$ cat config.mk
export PLATFORM = sky130hd
export DESIGN_NAME = gpcde_top
export DESIGN_NICKNAME = d
export VERILOG_FILES = /design/src/rtl/gpcde_pkg.sv /design/src/rtl/gpcde_top.sv
export SDC_FILE = /design/constraint.sdc
export NUM_CORES = 1
export LEC_CHECK = 0
export ABC_AREA = 1
export ABC_CLOCK_PERIOD_IN_PS = 7800
export BUFFER_PORTS_ARGS = -buffer_cell sky130_fd_sc_hd__buf_4
export CAP_MARGIN = 20
export CORE_MARGIN = 3
export CORE_UTILIZATION = 45
export DETAILED_ROUTE_END_ITERATION = 8
export PLACE_DENSITY_LB_ADDON = 0.05
export SLEW_MARGIN = 5
export SYNTH_ARGS = -nofsm -noshare
export SYNTH_HDL_FRONTEND = slang
export SYNTH_SLANG_ARGS = --single-unit
$ cat constraint.sdc
create_clock -name i_clk -period 7.8 [get_ports i_clk]
set_clock_uncertainty 0.15 [all_clocks]
set_input_delay 1.56 -clock i_clk [delete_from_list [all_inputs] [get_ports i_clk]]
set_output_delay 1.56 -clock i_clk [all_outputs]
set_load 0.01 [all_outputs]
$ cat src/rtl/gpcde_pkg.sv
// Constants shared by the port C, D and E pin logic
package gpcde_pkg;
	// ==========================================================
	// Widths
	localparam int PORT_W = 8;
	localparam int PC_W = 6;
	localparam int DATA_W = 32;
	localparam int IDX_W = 6;
	// ==========================================================
	// Register indices, byte address is four times the index
	localparam logic [IDX_W-1:0] IDX_PORTC_DATA = 6'h02;
	localparam logic [IDX_W-1:0] IDX_PORTD_DATA = 6'h03;
	localparam logic [IDX_W-1:0] IDX_PORTE_DATA = 6'h08;
	localparam logic [IDX_W-1:0] IDX_PORTC_DIR = 6'h10;
	localparam logic [IDX_W-1:0] IDX_PORTD_DIR = 6'h11;
	localparam logic [IDX_W-1:0] IDX_PORTE_DIR = 6'h12;
	localparam logic [IDX_W-1:0] IDX_PORTD_PULLUP = 6'h13;
	localparam int IDX_LSB = 2;
	localparam int IDX_MSB = 7;
	localparam int ADDR_MSB = 31;
	// ==========================================================
	// Bus encodings
	localparam int HTRANS_ACTIVE_BIT = 1;
	localparam logic [2:0] HSIZE_WORD = 3'h2;
	localparam logic HRESP_OKAY = 1'h0;
	// ==========================================================
	// Field positions and reset values
	localparam int PC_CLK_PIN = 2;
	localparam int PC_CLK_EN_BIT = 7;
	localparam int PD_TA_CLK_PIN = 6;
	localparam int PD_TB_CLK_PIN = 4;
	localparam int PE_SCK = 7;
	localparam int PE_MOSI = 6;
	localparam int PE_MISO = 5;
	localparam int PE_SS = 4;
	localparam int PE_CH1 = 3;
	localparam int PE_CH0 = 2;
	localparam int PE_RXD = 1;
	localparam int PE_TXD = 0;
	localparam int SPI_SCK = 2;
	localparam int SPI_MOSI = 1;
	localparam int SPI_MISO = 0;
	localparam logic [2:0] PS_EXT_CLOCK = 3'h7;
	localparam logic [1:0] ELS_GPIO = 2'h0;
	localparam logic [PORT_W-1:0] DIR_RESET = 8'h00;
	localparam logic [PORT_W-1:0] PULLUP_RESET = 8'h00;
	localparam logic [PORT_W-1:0] OE_N_RESET = 8'hff;
	localparam logic [DATA_W-1:0] RDATA_RESET = 32'h0;
endpackage : gpcde_pkg

$ cat src/rtl/gpcde_top.sv
// Port C read path, port D and port E pin logic with AHB-Lite registers
// Function
// - Port C data read gives latch where direction is 1, pin where 0.
// - Data latch writes land, except port C pin 2 with clock-out enable set; writing an input pin never changes its reading.
// - With clock-out enable set, port C pin 2 reads 0 and ignores writes.
// - Port D has eight bidirectional pins with latches, two shared with timers.
// - Port D latches are read/write and untouched by reset.
// - Port D pin 6 feeds timer A external clock when its prescaler is 111.
// - Port D pin 4 feeds timer B external clock when its prescaler is 111.
// - Port D direction 1 enables output buffer, except on pin 6 or 4 while its timer prescaler is 111; reset clears all directions.
// - Port D data read gives latch where direction is 1, pin where 0.
// - Port D pull-up acts only on inputs, dropped at once for outputs.
// - Pull-up enable 1 connects, 0 disconnects, each bit independent.
// - Port E latches read/write, direction per bit, untouched by reset.
// - Port E pin 7 is SPI clock, out in master, in in slave mode.
// - Port E pin 6 is SPI MOSI while SPI is enabled.
// - Port E pin 5 is SPI MISO while SPI is enabled.
// - Port E pin 4 is SPI slave select input only in enabled slave mode.
// - Port E pins 3 and 2 are timer A channels when edge/level select nonzero.
// - Port E pin 1 is SCI receive input while SCI is enabled.
// - Port E pin 0 is SCI transmit output while SCI is enabled.
// - Peripheral-owned port E pins ignore direction; direction still picks read source.
// - Port E data read gives latch where direction is 1, pin where 0.
`timescale 1ns/1ns
module gpcde_top (
	input wire logic i_clk,
	input wire logic i_reset,
	input wire logic i_hsel,
	input wire logic [31:0] i_haddr,
	input wire logic [1:0] i_htrans,
	input wire logic i_hwrite,
	input wire logic [2:0] i_hsize,
	input wire logic [31:0] i_hwdata,
	input wire logic i_hready,
	output logic o_hreadyout,
	output logic o_hresp,
	output logic [31:0] o_hrdata,
	input wire logic [5:0] i_portc_pin,
	output logic [5:0] o_portc_out,
	output logic [5:0] o_portc_oe_n,
	input wire logic i_sysclk_level,
	input wire logic [7:0] i_portd_pin,
	output logic [7:0] o_portd_out,
	output logic [7:0] o_portd_oe_n,
	output logic [7:0] o_portd_pullup_on,
	input wire logic [2:0] i_timer_a_prescaler_select,
	input wire logic [2:0] i_timer_b_prescaler_select,
	output logic o_timer_a_ext_clock,
	output logic o_timer_b_ext_clock,
	input wire logic [7:0] i_porte_pin,
	output logic [7:0] o_porte_out,
	output logic [7:0] o_porte_oe_n,
	output logic [7:0] o_porte_pin_level,
	input wire logic i_spi_enable_bit,
	input wire logic i_spi_master_bit,
	input wire logic [2:0] i_spi_pin_oe,
	input wire logic [2:0] i_spi_pin_out,
	input wire logic [1:0] i_timer_a_ch0_edge_level_select,
	input wire logic [1:0] i_timer_a_ch1_edge_level_select,
	input wire logic [1:0] i_timer_a_ch_oe,
	input wire logic [1:0] i_timer_a_ch_out,
	input wire logic i_sci_enable_bit,
	input wire logic i_sci_txd
);

	// ==========================================================
	// State
	typedef struct packed {
		logic [gpcde_pkg::PC_W-1:0] pc_lat;
		logic [gpcde_pkg::PC_W-1:0] pc_ddr;
		logic pc_clk_en;
		logic [gpcde_pkg::PORT_W-1:0] pd_lat;
		logic [gpcde_pkg::PORT_W-1:0] pd_ddr;
		logic [gpcde_pkg::PORT_W-1:0] pd_pue;
		logic [gpcde_pkg::PORT_W-1:0] pe_lat;
		logic [gpcde_pkg::PORT_W-1:0] pe_ddr;
		logic wr_pend;
		logic [gpcde_pkg::IDX_W-1:0] wr_idx;
		logic [gpcde_pkg::DATA_W-1:0] hrdata;
		logic hready;
		logic hresp;
		logic [gpcde_pkg::PC_W-1:0] pc_s1;
		logic [gpcde_pkg::PC_W-1:0] pc_s2;
		logic [gpcde_pkg::PORT_W-1:0] pd_s1;
		logic [gpcde_pkg::PORT_W-1:0] pd_s2;
		logic [gpcde_pkg::PORT_W-1:0] pe_s1;
		logic [gpcde_pkg::PORT_W-1:0] pe_s2;
		logic [gpcde_pkg::PC_W-1:0] pc_out;
		logic [gpcde_pkg::PC_W-1:0] pc_oe_n;
		logic [gpcde_pkg::PORT_W-1:0] pd_out;
		logic [gpcde_pkg::PORT_W-1:0] pd_oe_n;
		logic [gpcde_pkg::PORT_W-1:0] pd_pu;
		logic [gpcde_pkg::PORT_W-1:0] pe_out;
		logic [gpcde_pkg::PORT_W-1:0] pe_oe_n;
		logic [gpcde_pkg::PORT_W-1:0] pe_level;
		logic ta_clk;
		logic tb_clk;
	} gpcde_state_s;

	gpcde_state_s state_r;
	gpcde_state_s state_nxt;
	logic addr_ok;
	logic acc_valid;
	logic [gpcde_pkg::IDX_W-1:0] acc_idx;

	// ==========================================================
	// Helpers
	// Direction picks latch or sampled pin for each bit
	function automatic logic [gpcde_pkg::PORT_W-1:0] read_mix(
		input logic [gpcde_pkg::PORT_W-1:0] ddr,
		input logic [gpcde_pkg::PORT_W-1:0] lat,
		input logic [gpcde_pkg::PORT_W-1:0] pin
	);
		read_mix = (lat & ddr) | (pin & ~ddr);
	endfunction : read_mix

	// Register read value for one index
	function automatic logic [gpcde_pkg::DATA_W-1:0] read_reg(
		input logic [gpcde_pkg::IDX_W-1:0] idx,
		input gpcde_state_s st
	);
		logic [gpcde_pkg::PORT_W-1:0] v;
		logic [gpcde_pkg::PORT_W-1:0] mix;
		v = '0;
		mix = read_mix({2'h0, st.pc_ddr}, {2'h0, st.pc_lat}, {2'h0, st.pc_s2});
		case (idx)
			gpcde_pkg::IDX_PORTC_DATA: begin
				v[gpcde_pkg::PC_W-1:0] = mix[gpcde_pkg::PC_W-1:0];
				if (st.pc_clk_en) begin
					v[gpcde_pkg::PC_CLK_PIN] = 1'b0;
				end
			end
			gpcde_pkg::IDX_PORTD_DATA: v = read_mix(st.pd_ddr, st.pd_lat, st.pd_s2);
			gpcde_pkg::IDX_PORTE_DATA: v = read_mix(st.pe_ddr, st.pe_lat, st.pe_s2);
			gpcde_pkg::IDX_PORTC_DIR: begin
				v[gpcde_pkg::PC_W-1:0] = st.pc_ddr;
				v[gpcde_pkg::PC_CLK_EN_BIT] = st.pc_clk_en;
			end
			gpcde_pkg::IDX_PORTD_DIR: v = st.pd_ddr;
			gpcde_pkg::IDX_PORTE_DIR: v = st.pe_ddr;
			gpcde_pkg::IDX_PORTD_PULLUP: v = st.pd_pue;
			default: v = '0;
		endcase
		read_reg = {{(gpcde_pkg::DATA_W-gpcde_pkg::PORT_W){1'b0}}, v};
	endfunction : read_reg

	// ==========================================================
	// Bus address phase decode
	assign addr_ok = (i_haddr[gpcde_pkg::ADDR_MSB:gpcde_pkg::IDX_MSB+1] == '0)
		&& (i_haddr[gpcde_pkg::IDX_LSB-1:0] == '0)
		&& (i_hsize == gpcde_pkg::HSIZE_WORD);
	assign acc_valid = i_hsel && i_htrans[gpcde_pkg::HTRANS_ACTIVE_BIT] && i_hready && addr_ok;
	assign acc_idx = i_haddr[gpcde_pkg::IDX_MSB:gpcde_pkg::IDX_LSB];

	// ==========================================================
	// Next state
	always_comb begin
		state_nxt = state_r;
		state_nxt.hready = 1'b1;
		state_nxt.hresp = gpcde_pkg::HRESP_OKAY;
		// Data phase of a write commits here
		if (state_r.wr_pend) begin
			case (state_r.wr_idx)
				gpcde_pkg::IDX_PORTC_DATA: begin
					state_nxt.pc_lat = i_hwdata[gpcde_pkg::PC_W-1:0];
					if (state_r.pc_clk_en) begin
						state_nxt.pc_lat[gpcde_pkg::PC_CLK_PIN] =
							state_r.pc_lat[gpcde_pkg::PC_CLK_PIN];
					end
				end
				gpcde_pkg::IDX_PORTD_DATA: state_nxt.pd_lat = i_hwdata[gpcde_pkg::PORT_W-1:0];
				gpcde_pkg::IDX_PORTE_DATA: state_nxt.pe_lat = i_hwdata[gpcde_pkg::PORT_W-1:0];
				gpcde_pkg::IDX_PORTC_DIR: begin
					state_nxt.pc_ddr = i_hwdata[gpcde_pkg::PC_W-1:0];
					state_nxt.pc_clk_en = i_hwdata[gpcde_pkg::PC_CLK_EN_BIT];
				end
				gpcde_pkg::IDX_PORTD_DIR: state_nxt.pd_ddr = i_hwdata[gpcde_pkg::PORT_W-1:0];
				gpcde_pkg::IDX_PORTE_DIR: state_nxt.pe_ddr = i_hwdata[gpcde_pkg::PORT_W-1:0];
				gpcde_pkg::IDX_PORTD_PULLUP: state_nxt.pd_pue = i_hwdata[gpcde_pkg::PORT_W-1:0];
				default: state_nxt.wr_pend = 1'b0;
			endcase
		end
		// Address phase, read answers with any write just committed
		state_nxt.wr_pend = acc_valid && i_hwrite;
		state_nxt.wr_idx = acc_idx;
		state_nxt.hrdata = (acc_valid && !i_hwrite) ? read_reg(acc_idx, state_nxt)
			: gpcde_pkg::RDATA_RESET;
		// Pin synchronisers, shifted after the read so only stage two feeds it
		state_nxt.pc_s1 = i_portc_pin;
		state_nxt.pc_s2 = state_r.pc_s1;
		state_nxt.pd_s1 = i_portd_pin;
		state_nxt.pd_s2 = state_r.pd_s1;
		state_nxt.pe_s1 = i_porte_pin;
		state_nxt.pe_s2 = state_r.pe_s1;
		// Port C drive, pin 2 may carry the system clock
		state_nxt.pc_out = state_nxt.pc_lat;
		state_nxt.pc_oe_n = ~state_nxt.pc_ddr;
		if (state_nxt.pc_clk_en) begin
			state_nxt.pc_out[gpcde_pkg::PC_CLK_PIN] = i_sysclk_level;
			state_nxt.pc_oe_n[gpcde_pkg::PC_CLK_PIN] = 1'b0;
		end
		// Port D drive, pull-ups and timer clock taps
		state_nxt.pd_out = state_nxt.pd_lat;
		state_nxt.pd_oe_n = ~state_nxt.pd_ddr;
		state_nxt.pd_pu = state_nxt.pd_pue & ~state_nxt.pd_ddr;
		state_nxt.ta_clk = 1'b0;
		state_nxt.tb_clk = 1'b0;
		if (i_timer_a_prescaler_select == gpcde_pkg::PS_EXT_CLOCK) begin
			state_nxt.pd_oe_n[gpcde_pkg::PD_TA_CLK_PIN] = 1'b1;
			state_nxt.ta_clk = state_r.pd_s2[gpcde_pkg::PD_TA_CLK_PIN];
		end
		if (i_timer_b_prescaler_select == gpcde_pkg::PS_EXT_CLOCK) begin
			state_nxt.pd_oe_n[gpcde_pkg::PD_TB_CLK_PIN] = 1'b1;
			state_nxt.tb_clk = state_r.pd_s2[gpcde_pkg::PD_TB_CLK_PIN];
		end
		// Port E drive, peripherals override latch and direction
		state_nxt.pe_out = state_nxt.pe_lat;
		state_nxt.pe_oe_n = ~state_nxt.pe_ddr;
		state_nxt.pe_level = state_r.pe_s2;
		if (i_spi_enable_bit) begin
			state_nxt.pe_out[gpcde_pkg::PE_SCK] = i_spi_pin_out[gpcde_pkg::SPI_SCK];
			state_nxt.pe_oe_n[gpcde_pkg::PE_SCK] = ~i_spi_pin_oe[gpcde_pkg::SPI_SCK];
			state_nxt.pe_out[gpcde_pkg::PE_MOSI] = i_spi_pin_out[gpcde_pkg::SPI_MOSI];
			state_nxt.pe_oe_n[gpcde_pkg::PE_MOSI] = ~i_spi_pin_oe[gpcde_pkg::SPI_MOSI];
			state_nxt.pe_out[gpcde_pkg::PE_MISO] = i_spi_pin_out[gpcde_pkg::SPI_MISO];
			state_nxt.pe_oe_n[gpcde_pkg::PE_MISO] = ~i_spi_pin_oe[gpcde_pkg::SPI_MISO];
			if (!i_spi_master_bit) begin
				state_nxt.pe_oe_n[gpcde_pkg::PE_SS] = 1'b1;
			end
		end
		if (i_timer_a_ch1_edge_level_select != gpcde_pkg::ELS_GPIO) begin
			state_nxt.pe_out[gpcde_pkg::PE_CH1] = i_timer_a_ch_out[1];
			state_nxt.pe_oe_n[gpcde_pkg::PE_CH1] = ~i_timer_a_ch_oe[1];
		end
		if (i_timer_a_ch0_edge_level_select != gpcde_pkg::ELS_GPIO) begin
			state_nxt.pe_out[gpcde_pkg::PE_CH0] = i_timer_a_ch_out[0];
			state_nxt.pe_oe_n[gpcde_pkg::PE_CH0] = ~i_timer_a_ch_oe[0];
		end
		if (i_sci_enable_bit) begin
			state_nxt.pe_oe_n[gpcde_pkg::PE_RXD] = 1'b1;
			state_nxt.pe_out[gpcde_pkg::PE_TXD] = i_sci_txd;
			state_nxt.pe_oe_n[gpcde_pkg::PE_TXD] = 1'b0;
		end
	end

	// ==========================================================
	// State register, data latches keep their contents through reset
	always_ff @(posedge i_clk or posedge i_reset) begin
		if (i_reset) begin
			state_r.pc_ddr <= '0;
			state_r.pc_clk_en <= 1'b0;
			state_r.pd_ddr <= gpcde_pkg::DIR_RESET;
			state_r.pd_pue <= gpcde_pkg::PULLUP_RESET;
			state_r.pe_ddr <= gpcde_pkg::DIR_RESET;
			state_r.wr_pend <= 1'b0;
			state_r.wr_idx <= '0;
			state_r.hrdata <= gpcde_pkg::RDATA_RESET;
			state_r.hready <= 1'b1;
			state_r.hresp <= gpcde_pkg::HRESP_OKAY;
			state_r.pc_s1 <= '0;
			state_r.pc_s2 <= '0;
			state_r.pd_s1 <= '0;
			state_r.pd_s2 <= '0;
			state_r.pe_s1 <= '0;
			state_r.pe_s2 <= '0;
			state_r.pc_out <= '0;
			state_r.pc_oe_n <= '1;
			state_r.pd_out <= '0;
			state_r.pd_oe_n <= gpcde_pkg::OE_N_RESET;
			state_r.pd_pu <= '0;
			state_r.pe_out <= '0;
			state_r.pe_oe_n <= gpcde_pkg::OE_N_RESET;
			state_r.pe_level <= '0;
			state_r.ta_clk <= 1'b0;
			state_r.tb_clk <= 1'b0;
			// Data latch fields are not listed, so they hold
		end else begin
			state_r <= state_nxt;
		end
	end

	// ==========================================================
	// Outputs
	assign o_hreadyout = state_r.hready;
	assign o_hresp = state_r.hresp;
	assign o_hrdata = state_r.hrdata;
	assign o_portc_out = state_r.pc_out;
	assign o_portc_oe_n = state_r.pc_oe_n;
	assign o_portd_out = state_r.pd_out;
	assign o_portd_oe_n = state_r.pd_oe_n;
	assign o_portd_pullup_on = state_r.pd_pu;
	assign o_timer_a_ext_clock = state_r.ta_clk;
	assign o_timer_b_ext_clock = state_r.tb_clk;
	assign o_porte_out = state_r.pe_out;
	assign o_porte_oe_n = state_r.pe_oe_n;
	assign o_porte_pin_level = state_r.pe_level;
endmodule : gpcde_top

After elaboration in Yosys (flattened, before gate mapping) --
Cells that the tools add are included. Widths: inputs -> output; s select.
Word-level totals: bits in latches 0, memories kept 0, bits in writable memories 0, flip-flop bits (word level) 174, logic and storage cells 106, ROM bits 0, input port bits 121
Operators by class: reductions and logical operators 13, $mul 0, magnitude comparators 0, bitwise operators 19, divide/modulo/power cells 0, multiplexer cells 30, equal/unequal tests 17, $add $sub $neg 0, shift operators 0
Operator list (number):
- $mux 54 | 1
- $eq 6x5->1 const B | 8
- $mux 8 | 6
- $pmux 6 s7 | 1
- $and 8x8->8 | 5
- $eq 6x2->1 const B | 4
- $logic_not 24->1 | 1
- $not 8->8 | 2
- $or 8x8->8 | 2
- $mux 1 | 15
- $and 6x6->6 | 2
- $eq 6x4->1 const B | 2
- $not 6->6 | 2
- $logic_and 1x1->1 | 7
- $mux 7 | 1
- $reduce_or 7->1 | 1
- $eq 3x3->1 const B | 2
- $mux 6 | 1
- $or 6x6->6 | 1
- $pmux 1 s6 | 1
- $not 1->1 | 5
- $pmux 1 s5 | 1
- $mux 4 | 1
- $reduce_bool 2->1 | 2
- 5 further kinds | 5

Longest topological paths before layout --
depth after elaboration 10, mapped depth 13, gate-level depth less buffers 12

Worst setup path after synthesis --
OpenSTA, ideal clock, no wires.
path kind input -> register, start input i_reset, end register state_r[155] in the netlist's numbering, enable pin, setup slack 2.035 ns, data arrival time 5.081 ns, stages 1, path buffers 0, setup time 0.534 ns, cells stage by stage inv_1
RTL lines:
- from (decl) | line gpcde_top.sv:27 | input wire logic i_reset,
- to (decl) | line gpcde_top.sv:100 | gpcde_state_s state_r;
No word-level cell between the ends.

==> reports/results.tsv <==
metric	value	unit
Mapped Area	7650	um^2
critical path type	in -> reg	
Std-Cell Rows	47	
Hold Buf Count CTS	0	
Antenna Cells	0	
fill cell count	1554	
Leak	4.831	nW
Min Hold Slack	0.1875	ns
Slew headroom	42.04	%
share of the synthesized area in the top cell type	42.53	%
unique cell type count in the Yosys netlist	29	
Ys Warns	0	
initial antenna violation count	0	
vias per cell	4.695	
clock root cell	clkbuf_16	
count leader, synth	nand2_1	
total wire length	17840	um
vias in the first global route	5358	
largest net degree at the start of global routing	84	
NumNets Final	1055	
via count	5479	
Top Ports	217	
outcome	completed	
gr busiest metal	met2	
final setup violation count	0	
Reg clk slew, reported paths	0.07	ns
ys async rst share	87.36	%
Synth area leaders	dfrtp_1 43%, nand2_1 10%, buf_4 9.4%, edfxtp_1 8.6%, dfstp_2 7.6%	
DIE HEIGHT	136.4	um
Final Util	55.20	%
final worst-path cycle share	39.29	%
Clock Tree Buf Depth	2	
core area	16580	um^2
GR met3 Demand/Resource	4.293	%
post-DP HPWL	13010	um
H-tree depth	4	
Die Width	136.4	um
Crit Path Max Fanout	9	
met2 Track Usage GR	32.61	%
Initial Util	46.13	%
total power	1.978	mW
Slew Viols, Final	0	
Post-synth EDFFs	22	
Critical Path End Type	register	
Hold Path Class	reg -> reg	
die footprint	18600	um^2
post-synthesis instance total	823	
placed cell count	1134	
CTS Sinks	174	
max cap viols	0	
Setup TNS	0	ns
port buffer count	165	
startpoint types	input pin	
detailed-route wire length per cell	15.28	um
TritonCTS clock tree	built	
register area share after synthesis	58.72	%
global-route usage over all layers	19.76	%
CTS Buf Count	17	
first-pass GRT wire length	27520	um
# resized after CTS	0	
remaining routing DRC violations	0	
synthesis-to-finish area growth	19.66	%
average cell area after synthesis	9.295	um^2
gp weighted congestion	0.8539	
Setup Buffers After CTS	0	
Final Hold Viols	0	
fmax	0.3263	GHz
Worst-Margin Slew	0.8663	ns
Antenna Nets Post-Route	0	
layout cell share with drive strength beyond 1	25.87	%
Post-synth top flop	dfrtp_1	
Detailed Route Iter0 Violations	451	
Clk Latency, worst-skew pair	0.43	ns
Peak supply drop	0.1685	mV
number of synthesized register bits	174	
total grt overflow	0	
power density over the cells	216.1	nW/um^2
Arrival @ worst endpoint	3.26	ns
fin crit period	3.064	ns
first-pass iteration count of the detailed router	6	
RSZ-0062 raised after global routing	no	
cell taking the most area after synthesis	dfrtp_1	
met1 usage	26.10	%
final cell count without fillers	1167	
most frequent cells after synthesis	203 x nand2_1, 130 x dfrtp_1, 119 x inv_1, 96 x buf_4, 75 x nand3_1	
CP Data Required Time	8.00	ns
[final cells by class]
class | count | area (um^2) | share of cell area [%]
inverter | 120 | 455.4 | 4.975
clock inverter | 11 | 165.2 | 1.804
tap | 220 | 275.3 | 3.007
clock buffer | 21 | 450.4 | 4.921
multi-input combinational | 452 | 2027 | 22.14
timing repair buffer | 169 | 1289 | 14.08
sequential | 174 | 4492 | 49.07
[registers in the layout, summed over array words and instances, names as in the netlist]
register             flops
o_portc_oe_n             6
o_portd_out              8
o_hrdata                 8
o_portd_oe_n             8
o_porte_pin_level        8
o_timer_a_ext_clock      1
o_timer_b_ext_clock      1
state_nxt               30
o_portc_out              6
o_porte_oe_n             8
o_portd_pullup_on        8
state_r                 74
o_porte_out              8
[critical path, cell delays in order]
cell     delay [ns]
buf_4          0.13
nor2_2         0.19
nand3_1        0.15
nor2_1         0.68
o31ai_1        0.20
buf_4          0.22
nor2_1         0.13
[placed cells by master (no fill, tap or decap), types with 17 or more instances in the layout]
cell       synthesis  final
dfrtp_1          130    130
o21ai_0           23     23
clkbuf_16          0     17
edfxtp_1          22     22
inv_1            119    118
nand2_1          203    203
nor2_1            59     59
dfstp_2           22     22
nand3_1           75     75
buf_4             96    168
conb_1             2     26
[power by group]
part	switching (mW)	total [mW]	internal (mW)	leakage, nW
clock network	0.338	0.882	0.544	0.301
registers	0.0102	0.963	0.953	1.99
logic	0.0743	0.134	0.0594	2.54
total	0.423	1.98	1.56	4.83
[through the flow]
stage	setup slack, ns	instance area (um^2)
2_1_floorplan	1.448	7740
3_3_place_gp	4.151	8511
3_5_place_dp	4.114	8511
4_1_cts	4.561	9126
5_1_grt	4.608	9154
6_report	4.736	9154
[kinds of logic (layout without fill, tap and decap cells)]
kind of cell           Yosys count  count (layout)  share of synthesized area [%]
buffers and inverters          221             321                          15.96
other                            2              26                        0.09817
DFF                            174             174                          58.72
AOI/OAI and AO/OA               45              45                          3.108
and+or+nand+nor                381             381                          22.11
[per-layer routing]
layer,part of all wire (%),up-vias
li1,-,2650
met1,42,2604
met2,49,197
met3,6.8,28
met4,1.8,0
met5,0,-
[path summary, 6_finish.rpt]
check	endpoint	from	cells after the start	slack [ns]
max in group asynchronous	o_portd_oe_n[4]$_DFF_PP1_	i_reset	4	5.22
worst min-delay path	state_nxt[3]$_DFF_PP0_	state_nxt[63]$_DFF_PP0_	0	0.19
min in group asynchronous	state_nxt[63]$_DFF_PP0_	i_reset	2	1.05
worst max register to register	o_hrdata[7]$_DFF_PP0_	state_r[146]$_DFF_PP0_	9	5.38
worst max-delay path	o_hrdata[5]$_DFF_PP0_	i_haddr[5]	7	4.74
worst min register to register	state_nxt[3]$_DFF_PP0_	state_nxt[63]$_DFF_PP0_	0	0.19
Note: power is estimated with default switching activity, not from simulation.
